`src/hw/b4reg_defines.vh`:
```
// register offsets, field positions and reset values of the fourth buck control set
`ifndef B4REG_DEFINES_VH
`define B4REG_DEFINES_VH
`define B4_ADDR_CONTROL 8'hBD
`define B4_ADDR_SLOTS 8'hBE
`define B4_ADDR_LOWPWR 8'hBF
`define B4_OVP_OFF_BIT 11
`define B4_FLOAT_BIT 10
`define B4_VSEL_MSB 6
`define B4_FAULT_MSB 15
`define B4_FAULT_LSB 14
`define B4_ENSLOT_MSB 13
`define B4_ENSLOT_LSB 10
`define B4_SDSLOT_MSB 9
`define B4_SDSLOT_LSB 6
`define B4_HIB_MSB 14
`define B4_HIB_LSB 12
`define B4_TRIG_MSB 9
`define B4_TRIG_LSB 8
`define B4_VIMG_RESET 7'h06
`define B4_VCODE_MAX 7'h66
`define B4_SLOT_NONE 4'h0
`define B4_SLOT_ACTIVE 4'hF
`define B4_FAULT_IGNORE 2'h0
`define B4_FAULT_CONV 2'h1
`define B4_HIB_KEEP 3'h0
`define B4_HIB_IMG 3'h1
`define B4_HIB_STBY 3'h2
`define B4_HIB_STBY_IMG 3'h3
`define B4_HIB_LDO 3'h4
`define B4_HIB_LDO_IMG 3'h5
`define B4_HIB_OFF 3'h7
`endif

```
`src/hw/b4reg_control_regs.v`:
```
// fourth buck regulator control registers and their decoded controls
`timescale 1ns/1ps
`include "b4reg_defines.vh"

// Contract
// - bit 11 set disables overvoltage protection
// - bit 10 set floats output when disabled
// - seven-bit code, 25mV steps from 0.85V
// - listed codes map to listed voltages
// - fault always interrupts, action per field
// - fault action 11 means system shutdown; code shuts down on 10 as well (bit 15 alone)
// - start-up in slots one to fourteen
// - start-up slot zero never starts
// - start-up slot fifteen starts entering active
// - shutdown slots; zero/fifteen wait for off
// - sleep codes 000 to 011 behaviours
// - codes 100/101 linear, 111 off, 110 reserved
// - trigger select picks sleep source
// - hibernate pin input always also triggers
// - alternate code 7 bits, resets 0000110
// - state machine reset restores defaults
module b4reg_control_regs #(
	parameter [6:0] VSEL_RESET = 7'h00,
	parameter [3:0] ENSLOT_RESET = 4'h0,
	parameter [6:0] VIMG_RESET = `B4_VIMG_RESET
) (
	// clock and reset
	input wire ref_clk,
	input wire rst_n,
	input wire smResetReq,
	// register port
	input wire [7:0] regAddr,
	input wire regWrite,
	input wire [15:0] regWdata,
	output reg [15:0] regRdata,
	// sequencer and state machine
	input wire [3:0] currentSlot,
	input wire startupPhase,
	input wire shutdownPhase,
	input wire enterActive,
	input wire enterOff,
	input wire softSleepRequest,
	input wire low_power_input_one,
	input wire low_power_input_two,
	input wire low_power_input_three,
	input wire gpioSleepInput,
	input wire converterFault,
	// converter and system controls
	output reg overvoltage_protect_off,
	output reg output_float_on_disable,
	output reg [6:0] appliedVoltageCode,
	output reg converterEnable,
	output reg standbyForce,
	output reg linearForce,
	output reg faultInterrupt,
	output reg systemShutdown
);
	localparam PINS = 5;
	localparam PIN_HIBERNATE = 4;

	reg rstSync1, rstSync2;
	wire rstInt_n;
	reg ovpOff_reg, float_reg;
	reg [6:0] vsel_reg, vimg_reg;
	reg [1:0] fault_reg;
	reg [3:0] enSlot_reg, sdSlot_reg;
	reg [2:0] hib_reg;
	reg [1:0] trig_reg;
	wire [PINS-1:0] pinRaw;
	wire [PINS-1:0] pinSync;
	wire writeControl, writeSlots, writeLowPower;
	reg sleeping, faultOff;
	reg startHit, activeHit, stopHit;
	reg enable_reg, enable_next;
	reg [6:0] codeSel;
	reg ovpOff_next, float_next;
	reg [6:0] appliedCode_next;
	reg converterEnable_next, standbyForce_next, linearForce_next;
	reg faultInterrupt_next, systemShutdown_next;

	function [6:0] clampCode;
		input [6:0] code;
		begin
			clampCode = (code > `B4_VCODE_MAX) ? `B4_VCODE_MAX : code;
		end
	endfunction

	function useImage;
		input [2:0] mode;
		begin
			useImage = (mode == `B4_HIB_IMG) || (mode == `B4_HIB_STBY_IMG) ||
				(mode == `B4_HIB_LDO_IMG);
		end
	endfunction

	function isStandby;
		input [2:0] mode;
		begin
			isStandby = (mode == `B4_HIB_STBY) || (mode == `B4_HIB_STBY_IMG);
		end
	endfunction

	function isLinear;
		input [2:0] mode;
		begin
			isLinear = (mode == `B4_HIB_LDO) || (mode == `B4_HIB_LDO_IMG);
		end
	endfunction

	// slots 1..14 only; 0 and 15 are handled as special cases
	function isNumberedSlot;
		input [3:0] slot;
		begin
			isNumberedSlot = (slot != `B4_SLOT_NONE) && (slot != `B4_SLOT_ACTIVE);
		end
	endfunction

	always @(posedge ref_clk or negedge rst_n) begin
		if (!rst_n) begin
			rstSync1 <= 1'b0;
			rstSync2 <= 1'b0;
		end else begin
			rstSync1 <= 1'b1;
			rstSync2 <= rstSync1;
		end
	end

	assign rstInt_n = rstSync2;

	assign writeControl = regWrite && (regAddr == `B4_ADDR_CONTROL);
	assign writeSlots = regWrite && (regAddr == `B4_ADDR_SLOTS);
	assign writeLowPower = regWrite && (regAddr == `B4_ADDR_LOWPWR);

	// pins: sleep request, three low-power inputs, hibernate pin
	assign pinRaw = {gpioSleepInput, low_power_input_three, low_power_input_two,
		low_power_input_one, softSleepRequest};

	genvar g;
	generate
		for (g = 0; g < PINS; g = g + 1) begin : gSync
			reg stage1, stage2;
			always @(posedge ref_clk or negedge rstInt_n) begin
				if (!rstInt_n) begin
					stage1 <= 1'b0;
					stage2 <= 1'b0;
				end else begin
					stage1 <= pinRaw[g];
					stage2 <= stage1;
				end
			end
			assign pinSync[g] = stage2;
		end
	endgenerate

	// control word: protection, discharge, voltage code
	always @(posedge ref_clk or negedge rstInt_n) begin
		if (!rstInt_n) begin
			ovpOff_reg <= 1'b0;
			float_reg <= 1'b0;
			vsel_reg <= VSEL_RESET;
		end else if (smResetReq) begin
			ovpOff_reg <= 1'b0;
			float_reg <= 1'b0;
			vsel_reg <= VSEL_RESET;
		end else if (writeControl) begin
			ovpOff_reg <= regWdata[`B4_OVP_OFF_BIT];
			float_reg <= regWdata[`B4_FLOAT_BIT];
			vsel_reg <= regWdata[`B4_VSEL_MSB:0];
		end
	end

	// slot word: fault action, start-up and shutdown slots
	always @(posedge ref_clk or negedge rstInt_n) begin
		if (!rstInt_n) begin
			fault_reg <= 2'h0;
			enSlot_reg <= ENSLOT_RESET;
			sdSlot_reg <= 4'h0;
		end else if (smResetReq) begin
			fault_reg <= 2'h0;
			enSlot_reg <= ENSLOT_RESET;
			sdSlot_reg <= 4'h0;
		end else if (writeSlots) begin
			fault_reg <= regWdata[`B4_FAULT_MSB:`B4_FAULT_LSB];
			enSlot_reg <= regWdata[`B4_ENSLOT_MSB:`B4_ENSLOT_LSB];
			sdSlot_reg <= regWdata[`B4_SDSLOT_MSB:`B4_SDSLOT_LSB];
		end
	end

	// low-power word: sleep behaviour, trigger, alternate code
	always @(posedge ref_clk or negedge rstInt_n) begin
		if (!rstInt_n) begin
			hib_reg <= 3'h0;
			trig_reg <= 2'h0;
			vimg_reg <= VIMG_RESET;
		end else if (smResetReq) begin
			hib_reg <= 3'h0;
			trig_reg <= 2'h0;
			vimg_reg <= VIMG_RESET;
		end else if (writeLowPower) begin
			hib_reg <= regWdata[`B4_HIB_MSB:`B4_HIB_LSB];
			trig_reg <= regWdata[`B4_TRIG_MSB:`B4_TRIG_LSB];
			vimg_reg <= regWdata[`B4_VSEL_MSB:0];
		end
	end

	// reserved bits read as zero
	always @* begin
		case (regAddr)
		`B4_ADDR_CONTROL: begin
			regRdata = {4'h0, ovpOff_reg, float_reg, 3'h0, vsel_reg};
		end
		`B4_ADDR_SLOTS: begin
			regRdata = {fault_reg, enSlot_reg, sdSlot_reg, 6'h00};
		end
		`B4_ADDR_LOWPWR: begin
			regRdata = {1'b0, hib_reg, 2'h0, trig_reg, 1'b0, vimg_reg};
		end
		default: begin
			regRdata = 16'h0000;
		end
		endcase
	end

	// sleep source select plus hibernate pin
	always @* begin
		sleeping = pinSync[trig_reg] | pinSync[PIN_HIBERNATE];
		faultOff = converterFault && (fault_reg != `B4_FAULT_IGNORE);
		codeSel = (sleeping && useImage(hib_reg)) ? vimg_reg : vsel_reg;
		startHit = startupPhase && isNumberedSlot(enSlot_reg) &&
			(enSlot_reg == currentSlot);
		activeHit = enterActive && (enSlot_reg == `B4_SLOT_ACTIVE);
		stopHit = shutdownPhase && isNumberedSlot(sdSlot_reg) &&
			(sdSlot_reg == currentSlot);
		// later tests win: fault over off over slot over start
		enable_next = enable_reg;
		if (startHit || activeHit) begin
			enable_next = 1'b1;
		end
		if (stopHit) begin
			enable_next = 1'b0;
		end
		if (enterOff) begin
			enable_next = 1'b0;
		end
		if (faultOff) begin
			enable_next = 1'b0;
		end
	end

	// next values of the registered controls
	always @* begin
		ovpOff_next = ovpOff_reg;
		float_next = float_reg;
		appliedCode_next = clampCode(codeSel);
		converterEnable_next = enable_next && !(sleeping && hib_reg == `B4_HIB_OFF);
		standbyForce_next = sleeping && isStandby(hib_reg);
		linearForce_next = sleeping && isLinear(hib_reg);
		faultInterrupt_next = converterFault;
		systemShutdown_next = converterFault && fault_reg[1];
	end

	// state machine reset drops the held enable
	always @(posedge ref_clk or negedge rstInt_n) begin
		if (!rstInt_n) begin
			enable_reg <= 1'b0;
		end else if (smResetReq) begin
			enable_reg <= 1'b0;
		end else begin
			enable_reg <= enable_next;
		end
	end

	always @(posedge ref_clk or negedge rstInt_n) begin
		if (!rstInt_n) begin
			overvoltage_protect_off <= 1'b0;
			output_float_on_disable <= 1'b0;
			appliedVoltageCode <= 7'h00;
			converterEnable <= 1'b0;
			standbyForce <= 1'b0;
			linearForce <= 1'b0;
			faultInterrupt <= 1'b0;
			systemShutdown <= 1'b0;
		end else begin
			overvoltage_protect_off <= ovpOff_next;
			output_float_on_disable <= float_next;
			appliedVoltageCode <= appliedCode_next;
			converterEnable <= converterEnable_next;
			standbyForce <= standbyForce_next;
			linearForce <= linearForce_next;
			faultInterrupt <= faultInterrupt_next;
			systemShutdown <= systemShutdown_next;
		end
	end
endmodule // b4reg_control_regs

```
`config.mk`:
```
export PLATFORM = sky130hd
export DESIGN_NAME = b4reg_control_regs
export DESIGN_NICKNAME = d
export VERILOG_FILES = /design/src/hw/b4reg_control_regs.v
export VERILOG_INCLUDE_DIRS = /design/src /design/src/hw
export SDC_FILE = /design/constraint.sdc
export NUM_CORES = 1
export LEC_CHECK = 0
export BUFFER_PORTS_ARGS = -buffer_cell sky130_fd_sc_hd__buf_4
export CORE_ASPECT_RATIO = 0.5
export CORE_UTILIZATION = 55
export DETAILED_ROUTE_END_ITERATION = 16
export GPL_ROUTABILITY_DRIVEN = 0
export PLACE_DENSITY = 0.88
export SYNTH_ARGS = -nofsm -noshare
export SYNTH_HDL_FRONTEND = slang
export SYNTH_SLANG_ARGS = --single-unit
```
`constraint.sdc`:
```
create_clock -name ref_clk -period 3.29 [get_ports ref_clk]
set_clock_uncertainty 0.2 [all_clocks]
set_input_delay 0.658 -clock ref_clk [delete_from_list [all_inputs] [get_ports ref_clk]]
set_output_delay 0.658 -clock ref_clk [all_outputs]
set_load 0.02 [all_outputs]
```
Word-level counts from Yosys, hierarchy flattened
Cells that the tools add are included.

Bits in registers: 58. Input bits: 42. Output and inout port bits: 30. Logic and storage cells: 104.

Magnitude comparators: 2. Equal/unequal tests: 14. Mux-type cells: 28. Bitwise gates (word level): 1. Reductions and logical operators: 29.

Operators by type and width (number): $pmux W16 S3 (1); $mux W7 (6); $eq A8 B8 Y1 const B (3); $logic_and A1 B1 Y1 (17); $mux W4 (4); $mux W1 (10); $eq A3 B3 Y1 const B (3); $eq A4 B4 Y1 (2); $mux W2 (4); $ne A4 B4 Y1 const B (2); $reduce_bool A2 Y1 (4); $reduce_bool A4 Y1 (2); $gt A7 B7 Y1 const B (1); $eq A3 B2 Y1 const B (2); $mux W3 (2); $logic_or A1 B1 Y1 (5); $eq A4 B4 Y1 const B (1); $lt A2 B4 Y1 const B (1); $eq A3 B1 Y1 const B (1); $bmux W1 S2 (1); $logic_not A1 Y1 (1); $or A1 B1 Y1 (1).

Depth between registers and ports, before layout
Depth after elaboration: 10. Gate-level depth with buffers: 5. Depth with buffers taken out: 4.

Worst setup path before layout
No wires, ideal clock.

Path type: in2out. Start point: in regAddr[6]. End point: out regRdata[10]. Arrival: 1722 ps. Required time: 2432 ps. Slack: 710 ps. Cell stages on the path: 4. Path buffers: 0. Cell sequence: and4b_1 nand2_1 nor3_1 a22o_1.

Word-level cells in the longest chain between the ends: 2. Elaborated cells between the ends (all ways): 4. Those cells by class: eq/ne: 3; mux: 1.

RTL lines: start: declaration (RTL line b4reg_control_regs.v:32) `input wire [7:0] regAddr,`; $eq A8 B8 Y1 (RTL line b4reg_control_regs.v:208) `case (regAddr)`; $pmux W16 S3 (*) (RTL line b4reg_control_regs.v:208); end: declaration (RTL line b4reg_control_regs.v:35) `output reg [15:0] regRdata,`.

Every way passes the cells marked *; elsewhere a longest branch is shown, timed or not.

Worst setup path in the final report
Start point: in regAddr[6]. End point: out regRdata[2].

The elaborated chain is that of the path after synthesis.

==> summary.md <==
| Metric | Value |
|---|---|
| M1 WL | `2.59 mm` |
| Ant. Diodes | `0` |
| DRC viols | `0` |
| Via density | `5.57` |
| Detail Placement HPWL | `4.29 mm` |
| Final wirelength | `6.01 mm` |
| Post-Syn Instances | `221` |
| Clock H-tree levels | `3` |
| Vias in the first global route | `2027` |
| 1st-iter DRT viols | `97` |
| Synth Flop Type | `dfrtp_1` |
| Number of max-slew violations in the final report | `0` |
| Worst min-delay path startpoint | `rstSync1` |
| Area Growth Syn to Fin | `30.5%` |
| Yosys cell types | `41` |
| Outcome | `finished, final reports clean` |
| Longest Clk Path Bufs | `2` |
| Final core utilization | `0.754` |
| Power Dens Cells | `412 mW/mm²` |
| WP data required | `2.43 ns` |
| Routed len/inst | `16.6 µm` |
| Worst-Margin Slew | `0.958 ns` |
| Post-synth EDFFs | `0` |
| R2R setup slack | `1.12 ns` |
| Worst Path Max Fanout | `8` |
| Grt ovf | `0` |
| WS Path Type | `in2out` |
| First-pass iteration count of the detailed router | `5` |
| Setup TNS | `0 ns` |
| Initial core utilization | `0.578` |
| Global-route usage over all layers | `0.271` |
| Sequential fraction of the synthesis area | `0.566` |
| Clock sink total | `58` |
| # IOs | `72` |
| Synth warn | `0` |
| Fin. Hold Viols | `0` |
| Top sig layer | `met4` |
| Die area | `0.00496 mm²` |
| Detail Route Antenna Nets | `0` |
| Rel. slew slack | `0.362` |
| Site Rows | `17` |
| Cell taking the most area after synthesis | `dfrtp_1` |
| Leakage | `1.64 nW` |
| Reg2reg start | `trig_reg[0]` |
| Net Count, Synth | `263` |
| Max IR drop VDD | `0.000223 V` |
| Hold worst-path end | `rstInt_n` |
| Core Area | `0.00445 mm²` |
| Dpl cell area | `0.00317 mm²` |
| Most frequent cell after synthesis | `dfrtp_1` |
| RR Endpoint | `appliedVoltageCode[6]` |
| Ys async rst share | `1.00` |
| Syn avg cell area | `11.6 µm²` |
| WL met3 | `338 µm` |
| Cell count of the worst reg-to-reg path | `3` |
| Register bit total from synthesis | `58` |
| Hold-fix buffers, CTS | `1` |
| Layout cells sized above 1 | `0.346` |
| First-pass GRT wire length | `9.84 mm` |
| CTS tree | `yes` |
| Largest net degree at the start of global routing | `47` |
| Length of routed met2 wiring | `2.97 mm` |
| Clk_lat worst skew | `0.34 ns` |
| Final Cell Area | `0.00335 mm²` |
| Buffers added on ports | `71` |
| Worst Setup Start Kind | `input pin` |
| # setup viols final | `0` |
| Initial antenna violation count | `0` |
| Worst-path clk slew | `0.06 ns` |
| Setup bufs post-CTS | `0` |
| MaxCap Viol Count | `0` |
| Die Y | `50.3 µm` |
| Top cells by count, synth | `dfrtp_1 (56), nor2_1 (41), mux2i_1 (29), a22o_1 (12), nand2_1 (9)` |
| Synth top area cells | `dfrtp_1 (55%), mux2i_1 (11%), nor2_1 (6.0%), a22o_1 (4.1%), dfstp_2 (2.0%)` |
| Nets | `343` |
| Post_cts resized | `0` |
| Fill cell count | `283` |
| Via count of the routed design | `2022` |
| Die Wd | `98.6 µm` |
| CP arrival | `2.03 ns` |
| Achievable Freq | `346 MHz` |
| Worst hold stages | `0` |
| Worst setup EP type | `primary output` |
| Final Cycle Share | `0.878` |
| Synthesized area | `0.00257 mm²` |
| Total CTS buffers | `9` |
| Synth top area share | `0.546` |
| Min Tclk post-route | `2.89 ns` |
| Hold WC Path Type | `reg2reg` |
| Clock Tree Root | `clkbuf_8` |
| RSZ-0062 raised after global routing | `no` |
## cell families after synthesis
group	after synthesis	synth area share
xor gates and xnor gates	6	0.0205
AOI/OAI and AO/OA	32	0.0999
other	1	0.00146
DFF	58	0.566
muxes	33	0.135
buffers and inverters	10	0.0234
and+or+nand+nor	81	0.154
## where the power goes
group	leakage [nW]	switching [mW]	internal [mW]
combinational	0.778	0.0348	0.0421
sequential	0.772	0.0129	0.722
clock	0.0932	0.260	0.310
total	1.64	0.308	1.07
## worst max path at each step
stage	end	slack, ns	startpoint	cells after the start
global route	regRdata[3]	0.30	regAddr[6]	6
floorplan	regRdata[10]	0.71	regAddr[6]	4
CTS	regRdata[1]	0.42	regAddr[6]	6
global placement	regRdata[3]	0.50	regAddr[6]	6
finish	regRdata[2]	0.40	regAddr[6]	6
detailed placement	regRdata[1]	0.42	regAddr[6]	6
## cells in the final DEF, fill, tap and decap left out, types with 4 or more instances in the layout
cell type  instances
mux2i_1           29
buf_4             77
nand2_1            9
xnor2_1            4
o21ai_0            5
and3_1             5
a22o_1            12
nor2_1            41
nor3_1             6
clkbuf_8          11
dfrtp_1           55
## critical path, stage by stage
cell      delay (ns)
buf_4           0.11
nand4b_1        0.27
nor2_1          0.23
and3_1          0.42
a22o_1          0.20
buf_4           0.14
## stage by stage
step	power, mW	cells	worst slack (ns)	hold WS, ns
2_1_floorplan	0.768	221	0.710	0.131
5_1_grt	1.44	363	0.303	0.152
3_3_place_gp	0.820	346	0.498	0.134
4_1_cts	1.40	363	0.422	0.148
3_5_place_dp	0.824	346	0.421	0.135
6_report	1.38	363	0.402	0.147
## metal layers
metal  vias up  global-route usage
met2        70               0.451
met1       989               0.331
li1        946                   -
met5         -                   0
met4         0               0.122
met3        17              0.0877
## area by class of cell
| class | count | area [µm²] | share of cell area |
|---|---|---|---|
| repair buffers | 78 | 588 | 0.175 |
| well taps | 57 | 71.3 | 0.0213 |
| clock buffers | 13 | 159 | 0.0474 |
| inverters | 1 | 3.75 | 0.00112 |
| flip-flops and latches | 58 | 1460 | 0.434 |
| multi-input cells | 153 | 1060 | 0.316 |
| clock inverters | 3 | 15.0 | 0.00448 |
(Power assumes the default switching activity.)
